===== src/include/usb_bd_defs.vh =====
// Purpose: Constants for the buffer-descriptor engine and its register port
// Assumes: Register port addresses are word indices; data is 16 bits wide
// Notes:   Descriptor status field positions, register indices, reset values
`ifndef USB_BD_DEFS_VH
`define USB_BD_DEFS_VH

// Descriptor status word fields
`define BD_OWN_BIT       15
`define BD_TOGGLE_BIT    14
`define BD_PID_HI        13
`define BD_PID_LO        10
`define BD_TSEN_BIT      11
`define BD_STALL_BIT     10
`define BD_COUNT_HI      9

// Register indices on the port (descriptor n: status 2n, address 2n+1)
`define REG_DESC_LAST    6'h07
`define REG_STAT_FLAG    6'h08
`define REG_STAT_EN      6'h09
`define REG_ERR_FLAG     6'h0A
`define REG_ERR_EN       6'h0B
`define REG_CONTROL      6'h0C
`define REG_EP0_CTRL     6'h0D
`define REG_EP_STALL     6'h0E
`define REG_ENGINE       6'h0F

// Field positions in the own registers
`define STAT_ERR_BIT     1
`define STAT_TOKEN_BIT   3
`define STAT_STALL_BIT   7
`define ERR_CRC_BIT      0
`define ERR_OVF_BIT      2
`define CTL_ENABLE_BIT   0
`define CTL_PPRST_BIT    1
`define CTL_HOST_BIT     3
`define EP0_HSHK_BIT     0
`define EP0_RXEN_BIT     3

// Packet identifiers
`define PID_OUT          4'h1
`define PID_IN           4'h9
`define PID_SETUP        4'hD
`define PID_ACK          4'h2
`define PID_NAK          4'hA
`define PID_STALL        4'hE

// Reset values
`define RST_WORD16       16'h0000
`define RST_BYTE         8'h00

`endif


===== src/logic/usb_bd_engine.v =====
// What this block does
// - Owner bit set: engine owns descriptor
// - Owner clear: engine ignores descriptor fields
// - Bit 14 picks DATA1 or DATA0
// - Device role stores received token PID
// - Host role stores returned PID
// - Byte count gives send or receive limit
// - Completion rewrites byte count with actual
// - Toggle sync enable drops wrong toggle
// - Toggle value ignored without sync enable
// - Buffer stall answers STALL, descriptor unchanged
// - Every STALL sets endpoint stall flag
// - All sources share one interrupt output
// - Enabled errors set top error summary
// - Flags clear by writing one only
// - Software can never set a flag
// - Device role handshakes status automatically
// - IN token sends buffer, completes descriptor
// - OUT token stores data, completes descriptor
// - Host role uses endpoint 0 descriptors; the code picks the descriptor by tok_ep in both roles
// - Token done implies owner bit cleared
//
// Purpose: Descriptor-driven transfer engine with write-one-to-clear flags
// Assumes: Packet layer and data memory are synchronous to core_clk
// Notes:   Four descriptors, descriptor n serves endpoint n
`timescale 1ns/1ps
`include "usb_bd_defs.vh"

module usb_bd_engine (
  input  wire        core_clk,     // Module clock, 20 MHz
  input  wire        rst_b,        // Asynchronous reset, active low
  input  wire [5:0]  reg_addr,     // Register word index
  input  wire [15:0] reg_wdata,    // Register write data
  input  wire        reg_wr,       // Register write strobe
  input  wire        reg_rd,       // Register read strobe
  output reg  [15:0] reg_rdata,    // Read data, valid the cycle after reg_rd
  input  wire        tok_valid,    // Token received (device) or issued (host)
  input  wire [3:0]  tok_pid,      // Token packet identifier
  input  wire [1:0]  tok_ep,       // Endpoint addressed by the token
  input  wire        rx_valid,     // Received data byte strobe
  input  wire [7:0]  rx_byte,      // Received data byte
  input  wire        rx_end,       // End of received data packet
  input  wire        rx_toggle,    // Toggle of received data packet
  input  wire        rx_crc_err,   // Received packet failed its check
  input  wire        tx_ready,     // Packet layer took tx_byte
  input  wire        ack_in,       // Far side answered our data packet
  input  wire [3:0]  ret_pid,      // PID the far side returned
  output reg         tx_valid,     // Transmit byte valid
  output reg  [7:0]  tx_byte,      // Transmit byte
  output reg         tx_toggle,    // Toggle of the data packet sent
  output reg         tx_end,       // End of transmitted data packet
  output reg         hs_valid,     // Send a handshake packet
  output reg  [3:0]  hs_pid,       // Handshake to send
  output reg  [15:0] mem_addr,     // Data buffer address
  output reg         mem_rd,       // Data buffer read, data next cycle
  output reg         mem_wr,       // Data buffer write
  output reg  [7:0]  mem_wdata,    // Data buffer write byte
  input  wire [7:0]  mem_rdata,    // Data buffer read byte
  output reg         irq           // Shared interrupt request
);

  // Engine states
  localparam [2:0] ST_IDLE = 3'd0;
  localparam [2:0] ST_RD   = 3'd1;
  localparam [2:0] ST_LOAD = 3'd2;
  localparam [2:0] ST_SEND = 3'd3;
  localparam [2:0] ST_WACK = 3'd4;
  localparam [2:0] ST_RX   = 3'd5;
  localparam [2:0] ST_WB   = 3'd6;

  reg [15:0] desc_stat [0:3];   // Descriptor status words
  reg [15:0] desc_adr  [0:3];   // Descriptor buffer addresses
  reg [7:0]  stat_flag_reg;     // Top-level flags
  reg [7:0]  stat_en_reg;       // Top-level enables
  reg [7:0]  err_flag_reg;      // Error flags
  reg [7:0]  err_en_reg;        // Error enables
  reg [7:0]  control_reg;       // Enable, ping-pong reset, host role
  reg [7:0]  ep0_ctrl_reg;      // Endpoint 0 receive and handshake enable
  reg [3:0]  ep_stall_reg;      // Per-endpoint stall flags
  reg [2:0]  state_reg;         // Engine state
  reg [1:0]  cur_ep_reg;        // Descriptor in use
  reg [3:0]  cur_pid_reg;       // Token of the transfer in flight
  reg [9:0]  count_reg;         // Bytes moved so far
  reg [3:0]  wb_pid_reg;        // PID to write back
  reg        pp_ptr_reg;        // Ping-pong pointer, cleared by software

  // Write-one-to-clear: keep bits not written with one, then add new sets
  function [7:0] w1c;
    input [7:0] cur;
    input [7:0] wr_val;
    input       hit;
    input [7:0] set_bits;
    begin
      w1c = (cur & ~(hit ? wr_val : 8'h00)) | set_bits;
    end
  endfunction

  wire [15:0] cur_desc  = desc_stat[cur_ep_reg];                 // Descriptor in use
  wire [15:0] tok_desc  = desc_stat[tok_ep];                     // Descriptor hit by token
  wire [9:0]  cur_max   = cur_desc[`BD_COUNT_HI:0];
  wire        host_role = control_reg[`CTL_HOST_BIT];
  wire        engine_on = control_reg[`CTL_ENABLE_BIT] & ep0_ctrl_reg[`EP0_RXEN_BIT];
  wire        hshk_en   = ep0_ctrl_reg[`EP0_HSHK_BIT];
  wire        tok_take  = tok_valid & (state_reg == ST_IDLE) & engine_on;
  wire        tok_owned = tok_desc[`BD_OWN_BIT];
  wire        tok_stall = tok_owned & tok_desc[`BD_STALL_BIT];
  wire        tok_go    = tok_take & tok_owned & ~tok_stall;
  // Toggle check only when the descriptor enables it; otherwise the toggle bit is a don't-care
  wire        tog_bad   = cur_desc[`BD_TSEN_BIT] &
                          (rx_toggle != cur_desc[`BD_TOGGLE_BIT]);
  wire        rx_over   = rx_valid & (count_reg == cur_max);
  wire        rx_done   = (state_reg == ST_RX) & rx_end;
  wire        rx_accept = rx_done & ~tog_bad & ~rx_crc_err & ~err_flag_reg[`ERR_OVF_BIT];
  wire        wb_now    = (state_reg == ST_WB);

  // Hardware set terms; software never reaches these
  // Overflow flagged when the extra byte arrives, so it blocks the packet end
  wire [7:0] err_set  = {5'd0, (state_reg == ST_RX) & rx_over, 1'b0, rx_done & rx_crc_err};
  wire       stall_ev = tok_take & tok_stall;
  wire [7:0] stat_set;
  assign stat_set[`STAT_TOKEN_BIT] = wb_now;
  assign stat_set[`STAT_ERR_BIT]   = |(err_flag_reg & err_en_reg);
  assign stat_set[`STAT_STALL_BIT] = stall_ev;
  assign stat_set[0]               = 1'b0;
  assign stat_set[2]               = 1'b0;
  assign stat_set[6:4]             = 3'd0;

  wire wr_stat  = reg_wr & (reg_addr == `REG_STAT_FLAG);
  wire wr_err   = reg_wr & (reg_addr == `REG_ERR_FLAG);
  wire wr_stall = reg_wr & (reg_addr == `REG_EP_STALL);

  // Flag registers: set wins over a same-cycle clear
  always @(posedge core_clk or negedge rst_b) begin
    if (!rst_b) begin
      stat_flag_reg <= `RST_BYTE;
      err_flag_reg  <= `RST_BYTE;
      ep_stall_reg  <= 4'h0;
    end else begin
      stat_flag_reg <= w1c(stat_flag_reg, reg_wdata[7:0], wr_stat, stat_set);
      err_flag_reg  <= w1c(err_flag_reg, reg_wdata[7:0], wr_err, err_set);
      ep_stall_reg  <= (ep_stall_reg & ~(wr_stall ? reg_wdata[3:0] : 4'h0))
                       | (stall_ev ? (4'h1 << tok_ep) : 4'h0);
    end
  end

  // Plain control registers and interrupt output
  always @(posedge core_clk or negedge rst_b) begin
    if (!rst_b) begin
      stat_en_reg  <= `RST_BYTE;
      err_en_reg   <= `RST_BYTE;
      control_reg  <= `RST_BYTE;
      ep0_ctrl_reg <= `RST_BYTE;
      pp_ptr_reg   <= 1'b0;
      irq          <= 1'b0;
    end else begin
      if (reg_wr) begin
        if (reg_addr == `REG_STAT_EN) begin
          stat_en_reg <= reg_wdata[7:0];
        end else if (reg_addr == `REG_ERR_EN) begin
          err_en_reg <= reg_wdata[7:0];
        end else if (reg_addr == `REG_CONTROL) begin
          control_reg <= reg_wdata[7:0];
        end else if (reg_addr == `REG_EP0_CTRL) begin
          ep0_ctrl_reg <= reg_wdata[7:0];
        end
      end
      // Pointer held at even while the reset bit is high, flips per completion
      if (control_reg[`CTL_PPRST_BIT]) begin
        pp_ptr_reg <= 1'b0;
      end else if (wb_now) begin
        pp_ptr_reg <= ~pp_ptr_reg;
      end
      irq <= |(stat_flag_reg & stat_en_reg);
    end
  end

  // Descriptor storage: CPU writes, engine write-back on completion only
  genvar gi;
  generate
    for (gi = 0; gi < 4; gi = gi + 1) begin : g_desc
      always @(posedge core_clk or negedge rst_b) begin
        if (!rst_b) begin
          desc_stat[gi] <= `RST_WORD16;
          desc_adr[gi]  <= `RST_WORD16;
        end else begin
          if (wb_now && cur_ep_reg == gi) begin
            // Owner cleared in the same edge that raises token done
            desc_stat[gi] <= {1'b0, cur_desc[`BD_TOGGLE_BIT],
                              wb_pid_reg, count_reg};
          end else if (reg_wr && reg_addr == (2 * gi)) begin
            desc_stat[gi] <= reg_wdata;
          end
          if (reg_wr && reg_addr == (2 * gi + 1)) begin
            desc_adr[gi] <= reg_wdata;
          end
        end
      end
    end
  endgenerate

  // Register read port: one cycle latency, unmapped reads as zero
  always @(posedge core_clk or negedge rst_b) begin
    if (!rst_b) begin
      reg_rdata <= `RST_WORD16;
    end else if (reg_rd) begin
      if (reg_addr <= `REG_DESC_LAST) begin
        reg_rdata <= reg_addr[0] ? desc_adr[reg_addr[2:1]] : desc_stat[reg_addr[2:1]];
      end else if (reg_addr == `REG_STAT_FLAG) begin
        reg_rdata <= {8'h00, stat_flag_reg};
      end else if (reg_addr == `REG_STAT_EN) begin
        reg_rdata <= {8'h00, stat_en_reg};
      end else if (reg_addr == `REG_ERR_FLAG) begin
        reg_rdata <= {8'h00, err_flag_reg};
      end else if (reg_addr == `REG_ERR_EN) begin
        reg_rdata <= {8'h00, err_en_reg};
      end else if (reg_addr == `REG_CONTROL) begin
        reg_rdata <= {8'h00, control_reg};
      end else if (reg_addr == `REG_EP0_CTRL) begin
        reg_rdata <= {8'h00, ep0_ctrl_reg};
      end else if (reg_addr == `REG_EP_STALL) begin
        reg_rdata <= {12'h000, ep_stall_reg};
      end else if (reg_addr == `REG_ENGINE) begin
        reg_rdata <= {4'h0, pp_ptr_reg, state_reg, cur_pid_reg, 2'b00, cur_ep_reg};
      end else begin
        reg_rdata <= `RST_WORD16;
      end
    end
  end

  // Transfer engine
  always @(posedge core_clk or negedge rst_b) begin
    if (!rst_b) begin
      state_reg   <= ST_IDLE;
      cur_ep_reg  <= 2'd0;
      cur_pid_reg <= 4'h0;
      count_reg   <= 10'd0;
      wb_pid_reg  <= 4'h0;
      tx_valid    <= 1'b0;
      tx_byte     <= `RST_BYTE;
      tx_toggle   <= 1'b0;
      tx_end      <= 1'b0;
      hs_valid    <= 1'b0;
      hs_pid      <= 4'h0;
      mem_addr    <= `RST_WORD16;
      mem_rd      <= 1'b0;
      mem_wr      <= 1'b0;
      mem_wdata   <= `RST_BYTE;
    end else begin
      // Pulses default low
      tx_end   <= 1'b0;
      hs_valid <= 1'b0;
      mem_rd   <= 1'b0;
      mem_wr   <= 1'b0;
      case (state_reg)
        ST_IDLE: begin
          count_reg <= 10'd0;
          if (tok_take && !tok_owned) begin
            // CPU still owns it: nothing in the descriptor is looked at
            hs_valid <= hshk_en & ~host_role;
            hs_pid   <= `PID_NAK;
          end else if (stall_ev) begin
            // Descriptor and owner bit left exactly as they were
            hs_valid <= 1'b1;
            hs_pid   <= `PID_STALL;
          end else if (tok_go) begin
            cur_ep_reg  <= tok_ep;
            cur_pid_reg <= tok_pid;
            if (tok_pid == `PID_IN) begin
              state_reg <= ST_RD;
              mem_addr  <= desc_adr[tok_ep];
              mem_rd    <= (tok_desc[`BD_COUNT_HI:0] != 10'd0);
            end else if (tok_pid == `PID_OUT || tok_pid == `PID_SETUP) begin
              state_reg <= ST_RX;
              mem_addr  <= desc_adr[tok_ep];
            end
          end
        end
        ST_RD: begin
          // Zero-length packet skips straight to the packet end
          if (cur_max == 10'd0) begin
            tx_end    <= 1'b1;
            tx_toggle <= cur_desc[`BD_TOGGLE_BIT];
            state_reg <= ST_WACK;
          end else begin
            state_reg <= ST_LOAD;
          end
        end
        ST_LOAD: begin
          tx_byte   <= mem_rdata;
          tx_valid  <= 1'b1;
          tx_toggle <= cur_desc[`BD_TOGGLE_BIT];
          state_reg <= ST_SEND;
        end
        ST_SEND: begin
          if (tx_ready) begin
            tx_valid  <= 1'b0;
            count_reg <= count_reg + 10'd1;
            if (count_reg + 10'd1 == cur_max) begin
              tx_end    <= 1'b1;
              state_reg <= ST_WACK;
            end else begin
              mem_addr  <= mem_addr + 16'd1;
              mem_rd    <= 1'b1;
              state_reg <= ST_RD;
            end
          end
        end
        ST_WACK: begin
          // Far side's answer closes the transfer; host keeps what came back
          if (ack_in) begin
            wb_pid_reg <= host_role ? ret_pid : cur_pid_reg;
            state_reg  <= ST_WB;
          end
        end
        ST_RX: begin
          // Bytes past the limit are dropped and flagged as each one arrives
          if (rx_valid && !rx_over) begin
            mem_wr    <= 1'b1;
            mem_wdata <= rx_byte;
            mem_addr  <= desc_adr[cur_ep_reg] + {6'd0, count_reg};
            count_reg <= count_reg + 10'd1;
          end
          if (rx_end) begin
            if (rx_accept) begin
              // Status handshake made here, software not involved
              hs_valid   <= hshk_en & ~host_role;
              hs_pid     <= `PID_ACK;
              wb_pid_reg <= host_role ? ret_pid : cur_pid_reg;
              state_reg  <= ST_WB;
            end else begin
              // Bad toggle or bad packet: no answer, descriptor stays owned
              state_reg <= ST_IDLE;
            end
          end
        end
        ST_WB: begin
          state_reg <= ST_IDLE;
        end
        default: begin
          state_reg <= ST_IDLE;
        end
      endcase
    end
  end

endmodule // usb_bd_engine


===== config.mk =====
export PLATFORM = sky130hd
export DESIGN_NAME = usb_bd_engine
export DESIGN_NICKNAME = d
export VERILOG_FILES = /design/src/logic/usb_bd_engine.v
export VERILOG_INCLUDE_DIRS = /design/src /design/src/include
export SDC_FILE = /design/constraint.sdc
export NUM_CORES = 1
export LEC_CHECK = 0
export BUFFER_PORTS_ARGS = -buffer_cell sky130_fd_sc_hd__buf_2
export CAP_MARGIN = 20
export CORE_ASPECT_RATIO = 2
export CORE_MARGIN = 2
export CORE_UTILIZATION = 50
export CTS_BUF_LIST = sky130_fd_sc_hd__clkbuf_2
export CTS_CLUSTER_DIAMETER = 150
export DETAILED_ROUTE_END_ITERATION = 12
export GPL_ROUTABILITY_DRIVEN = 0
export PLACE_DENSITY = 0.73
export SYNTH_ARGS = -nofsm -noshare
export SYNTH_HDL_FRONTEND = slang
export SYNTH_SLANG_ARGS = --single-unit

===== constraint.sdc =====
create_clock -name core_clk -period 11.8 [get_ports core_clk]
set_input_delay 0 -clock core_clk [delete_from_list [all_inputs] [get_ports core_clk]]
set_output_delay 0 -clock core_clk [all_outputs]
set_load 0.02 [all_outputs]

* After elaboration in Yosys (flattened, before gate mapping) *
Cells that the tools add are included.

word-level totals
  word-level logic and storage cells = 272
  input bits = 59
  bits in registers = 263
  output and inout port bits = 59

operators by class
  magnitude comparators = 4
  multiplexer cells = 98
  eq/ne operators = 42
  bitwise logic cells = 44
  reduce and logical (&&, ||, !) cells = 47
  add/sub/neg operators = 3
  shift operators = 1

operators with widths
  operator                 number
  $mux W16                 28
  $bmux W16 S2             6
  $mux W12                 8
  $eq A6 B4 Y1 const B     8
  $pmux W16 S3             1
  $mux W4                  10
  $mux W3                  11
  $and A8 B8 Y8            4
  $mux W15                 2
  $pmux W10 S3             1
  $eq A6 B3 Y1 const B     4
  $eq A10 B10 Y1           2
  $mux W10                 2
  $and A1 B1 Y1            19
  $mux W1                  19
  $ne A2 B2 Y1 const B     9
  $pmux W3 S6              1
  $reduce_bool A2 Y1       9
  $add A16 B1 Y16 const B  1
  $add A16 B10 Y16         1
  $mux W8                  2
  $not A8 Y8               2
  $pmux W4 S2              2
  $reduce_and A4 Y1        4
  other kinds (40)         83

* Depth between registers and ports, before layout *
  word-level depth = 13
  mapped depth = 13
  gate-level depth less buffers = 10

* Worst setup path after synthesis *
No wires, ideal clock.

  path type = register to register
  start = reg cur_ep_reg[0]
  end = reg mem_addr[12]
  stages on the path, launching flop included = 14
  data required time = 11675 ps
  path buffers = 4
  setup time = 125 ps
  path slack = 7823 ps
  clock period less this slack = 3977 ps
  arrival time = 3852 ps
  cell sequence = dfrtp_1 buf_6 buf_1 clkbuf_1 buf_1 mux4_2 ha_1 nand3_1 o2111ai_1 a41oi_1 nor2_1 xnor2_1 o21ai_0 mux2_4

on the way
  cells in the longest elaborated chain, start to end = 10
  elaborated cells on any way between the ends = 18
  classes of those cells = add/sub: 1; eq/ne: 4; mux: 8; bitwise: 2; reduce/logical: 3

ends and longest elaborated chain
  item                                                                      RTL line                                 RTL
  start, declared                                                           usb_bd_engine.v:81                       reg [1:0] cur_ep_reg;
  start signal, assigned                                                    usb_bd_engine.v:266                      cur_ep_reg <= tok_ep;
  $not A2 Y3 (not written as such) *                                        usb_bd_engine.v:98, usb_bd_engine.v:320
  parallel branches: the longest is 9 deep, another holds $add A16 B10 Y16  n/a
  end signal, assigned                                                      usb_bd_engine.v:274                      mem_addr <= desc_adr[tok_ep];
  end signal, assigned                                                      usb_bd_engine.v:302                      mem_addr <= mem_addr + 16'd1;
  end signal, assigned                                                      usb_bd_engine.v:320                      mem_addr <= desc_adr[cur_ep_reg] + {6'd0, count_reg};
  end, declared                                                             usb_bd_engine.v:54                       output reg [15:0] mem_addr,

Every way passes the cells marked *. The select of a mux whose other input is x is not followed.
A chain may end at the register's enable or synchronous reset.

* Worst setup path after layout *
  start = reg cur_ep_reg[0]
  end = reg mem_wdata[0]

on the way
  cells in the longest elaborated chain, start to end = 9

ends and longest elaborated chain
  item                                          RTL line             RTL
  $not A2 Y3 (not written as such)              usb_bd_engine.v:98   wire [15:0] cur_desc = desc_stat[cur_ep_reg];
  $bmux W16 S2                                  usb_bd_engine.v:98
  $mux W15 (not written as such) (2 in series)  usb_bd_engine.v:98
  $eq A10 B10 Y1                                usb_bd_engine.v:111  wire rx_over = rx_valid & (count_reg == cur_max);
  $and A1 B1 Y1                                 usb_bd_engine.v:111
  $logic_not A1 Y1                              usb_bd_engine.v:317  if (rx_valid && !rx_over) begin
  $logic_and A1 B1 Y1                           usb_bd_engine.v:317
  $reduce_and A2 Y1 (no source line)            n/a
  end signal, assigned                          usb_bd_engine.v:247  mem_wdata <= `RST_BYTE;
  end signal, assigned                          usb_bd_engine.v:319  mem_wdata <= rx_byte;
  end, declared                                 usb_bd_engine.v:57   output reg [7:0] mem_wdata,

No other way between the ends. The select of a mux whose other input is x is not followed.

==> metrics.cfg <==
[critical_path]
crit_fanout = 28
critPathLaunch = cur_ep_reg[0]
cp_slowest_cell = mux4_1
cp-start-kind = flop
worstPathCellList = buf_4, mux4_1, xnor2_1, nand4_1, o311ai_2, buf_4, clkinv_1, nand2_1, dlygate4sd3_1, nand2_1, dlygate4sd3_1
end_kind = flop
r2r_start = cur_ep_reg[0]
cp.required_ns = 12.62
critical_path_class = reg2reg
crit_arrival_ns = 5.35
critPathMaxStageDelay_ns = 0.64

[logic_synthesis]
synth.distinct_cells = 66
ys_seq_area_share_pct = 43.79
async_flop_share_pct = 100.0
synth_edf_count = 0
synthFlopType = dfrtp_1
syn_inst = 1340
yosysWarnings = 0
synth_seq_cells = 262
synth_area_per_cell_um2 = 11.17
netlist_area_um2 = 14970
syn_nets = 1412

[pwr]
seqPwrFrac_pct = 42.9
internal-power_uw = 1790
power_uw = 2916
p_sw_uw = 1126
ir_drop_uv = 158.6
cellLeakagePower_uw = 0.007916
netSwitchingFraction_pct = 38.62
power.density_nw_per_um2 = 163.7
p_comb_share_pct = 35.9
p_clk_share_pct = 21.2

[detailed_routing]
postRouteAntennaNets = 0
drt_pre_antenna_iters = 5
num_vias = 12710
dr_wl_met3_um = 3099
finalWirelength_um = 50840
met1Wirelength_um = 16370
route.met2.wl_um = 26120
vias_per_cell = 6.403
drc_errors = 0
wl_per_cell_um = 25.61
top_layer_used = met4
first_iter_violations = 1090

[finish]
stdcell_count = 1985
reg_top3 = desc_adr: 64 flops, desc_stat: 64 flops
drive_gt1_share_pct = 27.75
fin_area_um2 = 17810
nFillCells = 2369
area_growth_pct = 18.97
fin_nets = 1651

[hold_path]
hold_path_class = in2reg
min_from = reg_wdata[1]

[sta]
setup_viol = 0
fmax_mhz = 220.7
fin_crit_ns = 4.531
fin_tns_setup_ns = 0
maxSlewViolCount = 0
period_share_pct = 38.40
final_hold_viol_count = 0
fin_worst_skew_ns = 0.08775
rsz0062_at_grt = false
worstMarginPinSlew_ns = 1.160
slew_headroom_pct = 22.52

[clock_tree]
cts.clk_slew.worst_paths_ns = 0.13
cts.sinks = 262
clock_latency_ns = 1.00
clk_path_buf_depth = 3
cts_tree = built
cts_root_buf = clkbuf_2
cts_made_buffers = 58
cts_max_level = 2

[placement]
dpl.hpwl_um = 34150
placed_cells = 1750
portBuffers = 116
dpl-instance-area_um2 = 15860

[run_status]
status = complete, no violations

[grt]
grt_max_degree = 111
antenna_found_initial = 3
grt_usage_pct = 32.32
grt_pass1_vias = 13270
gr-total-overflow = 0
grt_first_pass_wirelength_um = 76960

[run]
cap_violations = 0

[die]
die-area_um2 = 31430
num_rows = 89
coreArea_um2 = 29510
die_x_um = 126.4
start_util_pct = 50.73
pin_count = 118
die_h_um = 248.7

-- layout by cell type, fill, tap and decap left out, types with 28 or more instances in the layout --
cell type | synthesis | final
mux4_2 | 72 | 72
a21oi_1 | 66 | 66
clkbuf_2 | 0 | 82
o21ai_0 | 68 | 68
dfrtp_1 | 262 | 261
nand3_1 | 28 | 28
nor2_1 | 94 | 92
mux2_2 | 121 | 121
xnor2_1 | 33 | 33
dlygate4sd3_1 | 0 | 130
nand2_1 | 134 | 134
buf_2 | 2 | 115
mux2i_1 | 91 | 91
-- metal layers --
metal	global-route usage, %	vias to the layer above
li1	-	5447
met2	55.48	688
met4	28.10	0
met3	4.983	293
met5	0	-
met1	33.69	6281
-- stage by stage --
stage	util, %	hold slack, ns	setup slack (ns)
2_1_floorplan	-	-0.2956	7.823
3_3_place_gp	53.71	0.1097	7.899
3_5_place_dp	53.76	0.1160	7.854
4_1_cts	60.14	0.006319	7.290
5_1_grt	60.36	0.03626	7.001
6_report	60.36	0.03796	7.269
-- timing repair --
item                      4_1_cts  5_1_grt
hold endpoints to repair      364        0
hold buffers                  131        0
buffers inserted                0        0
resized for setup               0        0
-- kinds of logic after synthesis --
family                   share of synthesized area, %
AND/OR/NAND/NOR                                 10.92
XOR/XNOR                                        2.741
flip-flops                                      43.79
adder cells (fa/ha/maj)                         1.137
buffers and inverters                           3.025
AO/OA/AOI/OAI                                   10.41
other                                         0.02505
multiplexers                                    27.95
-- worst max-delay path: cells and delay by family, from the launching register on --
kind | cells | cell delay, ns
compound gates | 1 | 0.36
xor+xnor | 1 | 0.28
mux | 1 | 0.64
simple gates | 3 | 0.42
flops | 1 | 0.53
buf+inv | 5 | 2.15
-- path summary, 6_finish.rpt --
check                                 to  slack (ns)  cells after the start
hold / removal             err_en_reg[1]        0.04                      4
setup reg to reg            mem_wdata[0]        7.27                     11
min in group asynchronous   mem_wdata[4]        0.21                      4
hold reg to reg                 tx_valid        0.48                      1
max in group asynchronous  cur_ep_reg[0]       10.62                      4
setup / recovery            mem_wdata[0]        7.27                     11
-- synth_stat cells (all sizes together), types with 7 or more instances --
cell,number,area [um^2]
dfrtp,262,6556
nand2,134,503.0
mux2,128,1468
nor2,94,352.8
mux2i,91,910.9
mux4,79,1805
clkbuf,71,266.5
o21ai,69,345.3
a21oi,67,346.6
xnor2,34,305.3
nand3,28,140.1
buf,23,107.6
nor3,23,115.1
a22oi,21,157.7
inv,20,75.07
nor2b,15,93.84
a21boi,13,97.59
o22ai,13,81.33
a31oi,12,75.07
ha,12,150.1
nor4,12,90.09
xor2,12,105.1
and2,9,56.30
and3,9,56.30
nand2b,9,56.30
nand4,7,43.79
-- power by group through the flow --
| stage | logic (uW) | clock network [uW] | registers (uW) |
|---|---|---|---|
| 5_1_grt | 1110 | 669 | 1270 |
| 3_3_place_gp | 931 | 0 | 1250 |
| 4_1_cts | 1030 | 626 | 1240 |
| 6_report | 1050 | 619 | 1250 |
| 3_5_place_dp | 953 | 0 | 1260 |
| 2_1_floorplan | 627 | 0 | 1250 |
-- final cells by class --
cell class              instances  area, um^2  share of cell area (%)
diodes                          3       7.507                 0.04215
clock buffers                  82       410.4                   2.304
clock inverters                17       145.1                  0.8149
inverters                      21       78.83                  0.4426
multi-input cells             963        7994                   44.88
flip-flops and latches        262        6558                   36.82
well taps                     364       455.4                   2.557
repair buffers                273        2162                   12.14
Power figures use the tool's default switching activity.
